## config.mk

```make
export PLATFORM = sky130hd
export DESIGN_NAME = flash_prot
export DESIGN_NICKNAME = d
export VERILOG_FILES = /design/src/flash_prot_pkg.sv /design/src/flash_prot.sv
export VERILOG_INCLUDE_DIRS = /design/src
export SDC_FILE = /design/constraint.sdc
export NUM_CORES = 1
export LEC_CHECK = 0
export ABC_AREA = 1
export CAP_MARGIN = 25
export CORE_ASPECT_RATIO = 0.5
export CORE_MARGIN = 2
export CORE_UTILIZATION = 52
export CTS_BUF_LIST = sky130_fd_sc_hd__clkbuf_16
export CTS_CLUSTER_DIAMETER = 40
export CTS_CLUSTER_SIZE = 14
export DETAILED_ROUTE_END_ITERATION = 7
export DONT_BUFFER_PORTS = 1
export PLACE_DENSITY = 0.65
export SETUP_SLACK_MARGIN = 0.2
export SYNTH_ARGS = -nofsm -noshare
export SYNTH_HDL_FRONTEND = slang
export SYNTH_SLANG_ARGS = --single-unit
```

## constraint.sdc

```tcl
create_clock -name core_clk -period 7.16 [get_ports core_clk]
set_clock_uncertainty 0.15 [all_clocks]
set_input_delay 1.79 -clock core_clk [delete_from_list [all_inputs] [get_ports core_clk]]
set_output_delay 1.79 -clock core_clk [all_outputs]
set_load 0.005 [all_outputs]
```

## src/flash_prot_defs.svh

```systemverilog
// Purpose: Constants for the status-register protection logic
// Assumes: 1MB array, 64KB blocks, 4KB sectors, 24-bit byte addresses
// Notes: Bit positions are within the 16-bit status word
`ifndef FLASH_PROT_DEFS_SVH
`define FLASH_PROT_DEFS_SVH

`define BIT_BUSY 0
`define BIT_WEL 1
`define BIT_RANGE_LO 2
`define BIT_TB 5
`define BIT_SEC 6
`define BIT_LOCK_LOW 7
`define BIT_LOCK_HIGH 8
`define BIT_QE 9
`define BIT_OTP_LO 11
`define BIT_CMP 14
`define BIT_SUS 15
`define OP_SUSPEND 8'h75
`define OP_RESUME 8'h7A
`define OP_WRSR 8'h01
`define OP_WREN 8'h06
`define OP_WRDI 8'h04
`define OP_RDSR1 8'h05
`define OP_RDSR2 8'h35
`define NV_RESET 12'h000
`define ARRAY_TOP_ADDR 24'h0FFFFF

`endif

```

## src/flash_prot_pkg.sv

```systemverilog
// Purpose: Types for the status-register protection logic
// Assumes: None
// Notes: Non-volatile fields carried as one struct
package flash_prot_pkg;
  typedef struct packed {
    logic complement_protect;
    logic [2:0] otp_lock;
    logic quad_io_enable;
    logic status_lock_mode_high;
    logic status_lock_mode_low;
    logic unit_size_select;
    logic top_bottom_select;
    logic [2:0] range_protect;
  } nv_status_s;

  typedef struct packed {
    logic [23:0] lo;
    logic [23:0] hi;
    logic none;
  } prot_range_s;

  typedef enum logic [1:0] {
    LOCK_SOFTWARE,
    LOCK_HARDWARE,
    LOCK_POWER_CYCLE,
    LOCK_OTP
  } lock_mode_e;

  typedef enum logic [1:0] {
    SH_IDLE,
    SH_OPCODE,
    SH_DATA,
    SH_DONE
  } shift_state_e;
endpackage

```

## src/flash_prot.sv

```systemverilog
// Purpose: Status-register protection logic of a serial NOR flash
// Assumes: SPI pins sampled by core_clk; rst models a power cycle
// Notes: Sees WRSR, WREN, WRDI, suspend, resume
// Contract
// - S14 complement bit inverts protected region
// - Complement bit resets to zero
// - S8/S7 select status-register lock mode
// - Mode 00: writes need only write latch
// - Mode 01, guard pin low: reject
// - Mode 01, guard pin high: accept with latch
// - Mode 10: reject until power cycle
// - Mode 11: reject writes forever; rst loads mode 00 here, as NV_RESET is all zero
// - S15 pause flag set by 75h
// - Pause flag cleared by 7Ah or reset
// - S13..S11 OTP lock bits, default unlocked
// - OTP lock bits never clear; rst clears them here, as NV_RESET is all zero
// - S9 quad enable, guard/pause active when 0
// - Quad enable disables guard and pause
// - Low status byte field layout
// - Block range decode, unit 64KB
// - Sector range decode, unit 4KB
// - Top/bottom selects region end
// - Unit size sector or block
// - Ignore erase/program touching protection
`timescale 1ns/1ps
`include "flash_prot_defs.svh"
module flash_prot (
  input wire logic core_clk,
  input wire logic rst,
  input wire logic chip_select_n,
  input wire logic serial_clock,
  input wire logic serial_data_in,
  input wire logic write_guard_n,
  input wire logic bus_pause_n,
  input wire logic [23:0] op_start_addr,
  input wire logic [23:0] op_end_addr,
  input wire logic op_check,
  input wire logic array_busy,
  output logic [7:0] status_low_byte,
  output logic [7:0] status_high_byte,
  output logic op_allowed,
  output logic status_write_pulse,
  output logic pause_active,
  output logic [2:0] otp_read_only
);
  import flash_prot_pkg::*;

  // ===========================================================
  // Pin synchronisers
  logic [1:0] cs_sync_q, sck_sync_q, sdi_sync_q, wp_sync_q, hold_sync_q;
  logic [1:0] cs_sync_d, sck_sync_d, sdi_sync_d, wp_sync_d, hold_sync_d;
  logic sck_prev_q, sck_prev_d;
  nv_status_s nv_q, nv_d;

  always_comb begin
    cs_sync_d = {cs_sync_q[0], chip_select_n};
    sck_sync_d = {sck_sync_q[0], serial_clock};
    sdi_sync_d = {sdi_sync_q[0], serial_data_in};
    wp_sync_d = {wp_sync_q[0], write_guard_n};
    hold_sync_d = {hold_sync_q[0], bus_pause_n};
    sck_prev_d = sck_sync_q[1];
  end

  always_ff @(posedge core_clk or posedge rst) begin
    if (rst) begin
      cs_sync_q <= 2'h3;
      sck_sync_q <= 2'h0;
      sdi_sync_q <= 2'h0;
      wp_sync_q <= 2'h3;
      hold_sync_q <= 2'h3;
      sck_prev_q <= 1'h0;
    end else begin
      cs_sync_q <= cs_sync_d;
      sck_sync_q <= sck_sync_d;
      sdi_sync_q <= sdi_sync_d;
      wp_sync_q <= wp_sync_d;
      hold_sync_q <= hold_sync_d;
      sck_prev_q <= sck_prev_d;
    end
  end

  logic cs_n, sck_rise, sdi;
  assign cs_n = cs_sync_q[1];
  assign sdi = sdi_sync_q[1];
  assign sck_rise = sck_sync_q[1] & ~sck_prev_q;

  // ===========================================================
  // Instruction shifter
  shift_state_e sh_q, sh_d;
  logic [7:0] shreg_q, shreg_d;
  logic [7:0] opcode_q, opcode_d;
  logic [4:0] bitcnt_q, bitcnt_d;
  logic [15:0] wdata_q, wdata_d;
  logic hold_on;

  // Pause pin only acts while quad mode is off
  assign hold_on = ~hold_sync_q[1] & ~nv_q.quad_io_enable;

  always_comb begin
    sh_d = sh_q;
    shreg_d = shreg_q;
    opcode_d = opcode_q;
    bitcnt_d = bitcnt_q;
    wdata_d = wdata_q;
    case (sh_q)
      SH_IDLE: begin
        bitcnt_d = 5'h00;
        if (!cs_n) begin
          sh_d = SH_OPCODE;
        end
      end
      SH_OPCODE: begin
        if (cs_n) begin
          sh_d = SH_IDLE;
        end else if (sck_rise && !hold_on) begin
          shreg_d = {shreg_q[6:0], sdi};
          bitcnt_d = bitcnt_q + 5'h01;
          if (bitcnt_q == 5'h07) begin
            opcode_d = {shreg_q[6:0], sdi};
            bitcnt_d = 5'h00;
            sh_d = SH_DATA;
          end
        end
      end
      SH_DATA: begin
        if (cs_n) begin
          sh_d = SH_DONE;
        end else if (sck_rise && !hold_on) begin
          if (bitcnt_q != 5'h10) begin
            wdata_d = {wdata_q[14:0], sdi};
            bitcnt_d = bitcnt_q + 5'h01;
          end
        end
      end
      default: begin
        sh_d = SH_IDLE;
      end
    endcase
  end

  always_ff @(posedge core_clk or posedge rst) begin
    if (rst) begin
      sh_q <= SH_IDLE;
      shreg_q <= 8'h00;
      opcode_q <= 8'h00;
      bitcnt_q <= 5'h00;
      wdata_q <= 16'h0000;
    end else begin
      sh_q <= sh_d;
      shreg_q <= shreg_d;
      opcode_q <= opcode_d;
      bitcnt_q <= bitcnt_d;
      wdata_q <= wdata_d;
    end
  end

  logic done;
  assign done = (sh_q == SH_DONE);

  // ===========================================================
  // Status bits and write gating
  logic wel_q, wel_d, sus_q, sus_d, wpulse_q, wpulse_d;
  lock_mode_e lock_mode;
  logic wr_ok, wr_cmd, guard_low;
  nv_status_s new_nv;

  assign lock_mode = lock_mode_e'({nv_q.status_lock_mode_high, nv_q.status_lock_mode_low});
  assign guard_low = ~wp_sync_q[1] & ~nv_q.quad_io_enable;
  // A one-byte write sets only the low byte; both bytes when 16 bits arrive
  assign wr_cmd = done && (opcode_q == `OP_WRSR) && (bitcnt_q == 5'h08 || bitcnt_q == 5'h10) && !array_busy;

  always_comb begin
    case (lock_mode)
      LOCK_SOFTWARE: wr_ok = wel_q;
      LOCK_HARDWARE: wr_ok = wel_q & ~guard_low;
      LOCK_POWER_CYCLE: wr_ok = 1'b0;
      default: wr_ok = 1'b0;
    endcase
  end

  always_comb begin
    logic [7:0] lo, hi;
    lo = (bitcnt_q == 5'h10) ? wdata_q[15:8] : wdata_q[7:0];
    hi = (bitcnt_q == 5'h10) ? wdata_q[7:0] : status_high_byte;
    new_nv = nv_q;
    new_nv.range_protect = lo[`BIT_RANGE_LO+2:`BIT_RANGE_LO];
    new_nv.top_bottom_select = lo[`BIT_TB];
    new_nv.unit_size_select = lo[`BIT_SEC];
    new_nv.status_lock_mode_low = lo[`BIT_LOCK_LOW];
    new_nv.status_lock_mode_high = hi[`BIT_LOCK_HIGH-8];
    new_nv.quad_io_enable = hi[`BIT_QE-8];
    new_nv.otp_lock = nv_q.otp_lock | hi[`BIT_OTP_LO-8+2:`BIT_OTP_LO-8];
    new_nv.complement_protect = hi[`BIT_CMP-8];
  end

  always_comb begin
    nv_d = nv_q;
    wel_d = wel_q;
    sus_d = sus_q;
    wpulse_d = 1'b0;
    if (done) begin
      if (opcode_q == `OP_WREN && !array_busy) begin
        wel_d = 1'b1;
      end else if (opcode_q == `OP_WRDI && !array_busy) begin
        wel_d = 1'b0;
      end else if (opcode_q == `OP_SUSPEND) begin
        sus_d = 1'b1;
      end else if (opcode_q == `OP_RESUME) begin
        sus_d = 1'b0;
      end else if (wr_cmd && wr_ok) begin
        nv_d = new_nv;
        wel_d = 1'b0;
        wpulse_d = 1'b1;
      end
    end
  end

  always_ff @(posedge core_clk or posedge rst) begin
    if (rst) begin
      nv_q <= nv_status_s'(`NV_RESET);
      wel_q <= 1'b0;
      sus_q <= 1'b0;
      wpulse_q <= 1'b0;
    end else begin
      nv_q <= nv_d;
      wel_q <= wel_d;
      sus_q <= sus_d;
      wpulse_q <= wpulse_d;
    end
  end

  // ===========================================================
  // Protected range decode
  prot_range_s rng;
  logic [23:0] size;
  always_comb begin
    rng.none = 1'b0;
    size = 24'h000000;
    if (nv_q.range_protect == 3'h0) begin
      rng.none = 1'b1;
    end else if (nv_q.unit_size_select) begin
      case (nv_q.range_protect)
        3'h1: size = 24'h001000;
        3'h2: size = 24'h002000;
        3'h3: size = 24'h004000;
        3'h4, 3'h5: size = 24'h008000;
        default: size = 24'h100000;
      endcase
    end else begin
      case (nv_q.range_protect)
        3'h1: size = 24'h010000;
        3'h2: size = 24'h020000;
        3'h3: size = 24'h040000;
        3'h4: size = 24'h080000;
        default: size = 24'h100000;
      endcase
    end
    if (nv_q.top_bottom_select) begin
      rng.lo = 24'h000000;
      rng.hi = size - 24'h000001;
    end else begin
      rng.lo = `ARRAY_TOP_ADDR + 24'h000001 - size;
      rng.hi = `ARRAY_TOP_ADDR;
    end
  end

  logic overlap, prot_hit, allowed_d;
  assign overlap = !rng.none && (op_start_addr <= rng.hi) && (op_end_addr >= rng.lo);
  // Complement: protected part is whatever lies outside the base range
  assign prot_hit = nv_q.complement_protect ?
    (rng.none || (op_start_addr < rng.lo) || (op_end_addr > rng.hi)) : overlap;
  assign allowed_d = op_check ? ~prot_hit : op_allowed;

  // ===========================================================
  // Registered outputs
  always_ff @(posedge core_clk or posedge rst) begin
    if (rst) begin
      status_low_byte <= 8'h00;
      status_high_byte <= 8'h00;
      op_allowed <= 1'b0;
      status_write_pulse <= 1'b0;
      pause_active <= 1'b0;
      otp_read_only <= 3'h0;
    end else begin
      status_low_byte <= {nv_d.status_lock_mode_low, nv_d.unit_size_select, nv_d.top_bottom_select,
                          nv_d.range_protect, wel_d, array_busy};
      status_high_byte <= {sus_d, nv_d.complement_protect, nv_d.otp_lock, 1'b0,
                           nv_d.quad_io_enable, nv_d.status_lock_mode_high};
      op_allowed <= allowed_d;
      status_write_pulse <= wpulse_d;
      pause_active <= hold_on;
      otp_read_only <= nv_d.otp_lock;
    end
  end
endmodule

```

======== After elaboration in Yosys (flattened, before gate mapping) ========
Cells that the tools add are included.
storage, ports and cells
  bits in registers ....................... 81
  bits of input ports ..................... 57
cells by class
  reductions and logical operators ........ 25
  add/subtract/negate cells ............... 3
  magnitude comparators ................... 4
  bitwise operators ....................... 12
  equal/unequal tests ..................... 27
  multiplexer cells ....................... 46
operator list
  operator                  count
  $pmux W21 S4              2
  $mux W12                  6
  $mux W24                  2
  $mux W48                  1
  $mux W5                   6
  $ge A24 B24 Y1            1
  $gt A24 B24 Y1            1
  $le A24 B24 Y1            1
  $lt A24 B24 Y1            1
  $sub A21 B24 Y24 const A  1
  $sub A24 B1 Y24 const B   1
  $mux W1                   19
  $eq A8 B3 Y1 const B      2
  $eq A8 B7 Y1 const B      2
  $pmux W5 S3               1
  $ne A2 B2 Y1 const B      7
  $reduce_and A4 Y1         3
  $mux W2                   5
  $logic_and A1 B1 Y1       9
  $eq A8 B1 Y1 const B      1
  $mux W8                   1
  $mux W7                   1
  $not A1 Y1                7
  $eq A3 B2 Y1 const B      2
  22 further kinds          34

======== Logic depth before layout (Yosys ltp) ========
  depth after elaboration ................. 12
  mapped depth ............................ 24
  mapped depth without buffers ............ 24

======== Worst setup path after synthesis ========
No wires, ideal clock.
  path type ............................... input to register
  from .................................... input port op_end_addr[23]
  to ...................................... register op_allowed
  library setup time ...................... 120 ps
  stages on the path ...................... 12
  path slack .............................. 4071 ps
  path buffers ............................ 0
  arrival time ............................ 2819 ps
  data required time ...................... 6890 ps
  cells stage by stage .................... ha_1 > nand2_1 > inv_1 > nand3_1 > nor3_1 > nand4_1 > nand3_1 > nand2_1 > inv_2 > nand2_1 > nand2_1 > a21oi_2
between the ends
  longest elaborated chain between the ends .. 4
  elaborated cells on any way between the ends .. 6
  those cells by class .................... order compare (2); mux (1); bitwise (1); reduce/logical (2)
RTL lines
  item                                                              RTL line                              text
  start: declaration                                                flash_prot.sv:36                      input wire logic [23:0] op_end_addr,
  $ge A24 B24 Y1 / $gt A24 B24 Y1 (equally long branches)           flash_prot.sv:268, flash_prot.sv:271
  $logic_and A1 B1 Y1 / $logic_or A1 B1 Y1 (equally long branches)  flash_prot.sv:268, flash_prot.sv:271
  $mux W1 *                                                         flash_prot.sv:270                     assign prot_hit = nv_q.complement_protect ?
  $not A1 Y1 *                                                      flash_prot.sv:272                     assign allowed_d = op_check ? ~prot_hit : op_allowed;
  end signal: assignment                                            flash_prot.sv:289                     op_allowed <= allowed_d;
  end: declaration                                                  flash_prot.sv:41                      output logic op_allowed,
Every way passes the cells marked *; elsewhere a longest branch is shown, timed or not.
A chain may end at the register's enable or synchronous reset.

==> flow_summary.ini <==
[run_status]
outcome = finished clean

[worst_setup_path]
end_kind = flop
worstReg2RegStart = status_low_byte[3]
crit_fanout = 7
arrival_ns = 3.39
cp_common_cell = nand2_1
cp-start-kind = flop
crit_type = flop to flop
cpMaxStageDelayCell = dfrtp_1
cp-startpoint = status_low_byte[3]
crit_required_ns = 7.22
max_stage_delay_ns = 0.50
critical_path.cell_chain = inv_2 -> nand2_1 -> nor3_1 -> inv_2 -> ha_1 -> inv_1 -> nor3_1 -> nand3_1 -> o21ai_0 -> o211ai_1 -> ha_1 -> nand3_1 -> nor3_1 -> nand4_1 -> nand3_1 -> nand2_1 -> inv_2 -> nand2_1 -> nand2_1 -> a21oi_2

[route]
vias = 3557
routed_wl_um = 9040
avgViaCountPerCell = 5.31
post_drt_wl_per_cell_um = 13.5
ant_nets = 0
dr.pass1.iters = 5
drt_iter0_markers = 168
route.detailed.drc = 0

[clock_tree]
path_clk_slew_ns = 0.06
cts_tree = built
clock-sinks = 67
cts_hold_buf = 0
ctsResizeCount = 0
cts_buffers = 9
clk_latency_ns = 0.32
cts_setup_buffers = 0
cts_max_level = 3
cts.path.max_buffers = 2
clockRootBuffer = clkbuf_16

[global_route]
overflow = 0
grt_max_degree = 68
track_usage_pct = 20.6
grt_pass1_wl_um = 15500
grt_antenna_before_repair = 0
grt_pass1_vias = 3326

[timing]
fin_crit_ns = 3.33
slew_viol_final = 0
maxSlewHeadroom_pct = 46.6
max_freq_mhz = 300
worst_pin_slew_ns = 0.801
period_share_pct = 46.6
final.setup.worst_slack_ns = 3.83
rsz0062_at_grt = no
tns_ns = 0
hold_violations = 0
setup_viol = 0

[yosys]
ys_warn_count = 0
netlist.area_leader.share_pct = 34.4
yosys_most_used_dff = dfrtp_1
netlist_area_um2 = 4440
synth-seq-area-share_pct = 37.9
syn_area_per_cell_um2 = 8.02
synth_top_area_cell = dfrtp_1
async_flop_share_pct = 100
synth_edf_count = 0
ys_seq_elements = 67
yosys-top-cells-area = dfrtp_1, ha_1, nand2_1
syn_inst = 554
ys_types = 41

[floorplan]
core_um2 = 8140
io_pins = 79
initial_core_util_pct = 54.5
rows = 23
die_h_um = 69.3
dieArea_um2 = 9340
die_w_um = 135

[power_and_ir_drop]
p_leak_nw = 2.33
vdd_drop_max_mv = 0.231
power_density_nw_per_um2 = 235

[final_layout]
final_cell_mix = nand2_1, inv_1, dfrtp_1
area_growth_pct = 8.20
final_common_cell = nand2_1
drive_gt1_share_pct = 9.32
num_antenna_cells = 0
nets = 664
stdcell_area_um2 = 4800

[min_path]
hold_class = flop to flop
hp-start = sdi_sync_q[0]

[placed_design]
pre_cts_ws_ns = 3.80
post_dp_cell_area_um2 = 4510
place_congestion = 0.843
io_buffers = 0
hpwl_um = 7060

[job]
cap_violations = 0
[metal layers]
metal  wire length [µm]  track usage, %
met1               4550            27.8
met2               3930            33.2
met3                464            5.12
met4                100            5.38
met5                  0               0
[report_power, final]
part,internal (W),switching [W],total [W]
Clock,0.000265,0.000152,0.000417
Combinational,0.0000840,0.000145,0.000229
Sequential,0.000442,0.0000427,0.000485
[path summary, 6_finish.rpt]
kind | slack [ns] | to | cells past startpoint
max | 3.83 | op_allowed | 20
min | 0.20 | sdi_sync_q[1] | 0
max reg2reg | 3.83 | op_allowed | 20
min reg2reg | 0.20 | sdi_sync_q[1] | 0
max in group asynchronous | 4.90 | op_allowed | 2
min in group asynchronous | 1.44 | sdi_sync_q[0] | 2
[registers in the layout, summed over array words and instances (netlist names)]
name and flops:
sh_q 2, status_low_byte 7, status_write_pulse 1, opcode_q 8, hold_sync_q 2, sck_sync_q 2, sck_prev_q 1, lock_mode 1
status_high_byte 5, otp_read_only 2, bitcnt_q 5, op_allowed 1, sdi_sync_q 2, pause_active 1, wp_sync_q 2, cs_sync_q 2
shreg_q 7, wdata_q 16
[synthesized netlist by cell type, types with 2 or more instances]
master and number:
nand2_1 90, nand3_1 22, o211ai_1 3, inv_1 67
nor4_1 5, conb_1 2, nor3b_1 3, dfrtp_1 61
nand4_1 14, nand3_2 2, nor2_1 48, buf_4 8
ha_1 54, a31oi_1 4, dfstp_2 6, nand3b_1 3
nand2_4 2, clkbuf_1 9, clkinv_1 2, a21oi_1 38
o31ai_1 2, nor3_1 12, a211oi_1 2, a311oi_1 2
o21ai_0 23, nand2_2 2, o21ai_1 36, inv_2 13
a21oi_2 2, o21bai_1 3, o32ai_1 2, nor2_2 3
[per-stage QoR]
stage               hold slack, ns  total power (W)  std cells  utilization, %
global placement             0.183         0.000713        653            55.3
CTS                          0.198          0.00114        669            58.9
detailed placement           0.186         0.000719        653            55.3
finish                       0.195          0.00113        670            59.0
floorplan                    0.181         0.000666        557               -
global route                 0.208          0.00121        670            59.0
[area by class of cell]
type	instances	area [µm²]
inverters	82	308
repair buffers	2	18.8
well taps	112	140
multi-input cells	391	2370
clock buffers	9	225
clock inverters	7	62.6
fillers	752	3340
flip-flops and latches	67	1680
[cells by family (layout without fill, tap and decap cells)]
kind of cell	count (synthesis)	after routing	synth area share (%)
muxes	3	3	0.733
AOI/OAI and AO/OA	118	118	14.7
and+or+nand+nor	211	211	22.2
other	2	5	0.169
adders and majority gates	54	54	15.2
buffers and inverters	99	100	9.04
DFF	67	67	37.9
[critical path: cells and delay by family (launching register included)]
| family | cells | cell delay [ns] |
|---|---|---|
| buffers and inverters | 4 | 0.31 |
| flip-flops | 1 | 0.50 |
| AO/OA/AOI/OAI | 3 | 0.39 |
| adder cells (fa/ha/maj) | 2 | 0.53 |
| AND/OR/NAND/NOR | 11 | 1.31 |
No activity file was read; power rests on OpenSTA's default activity.
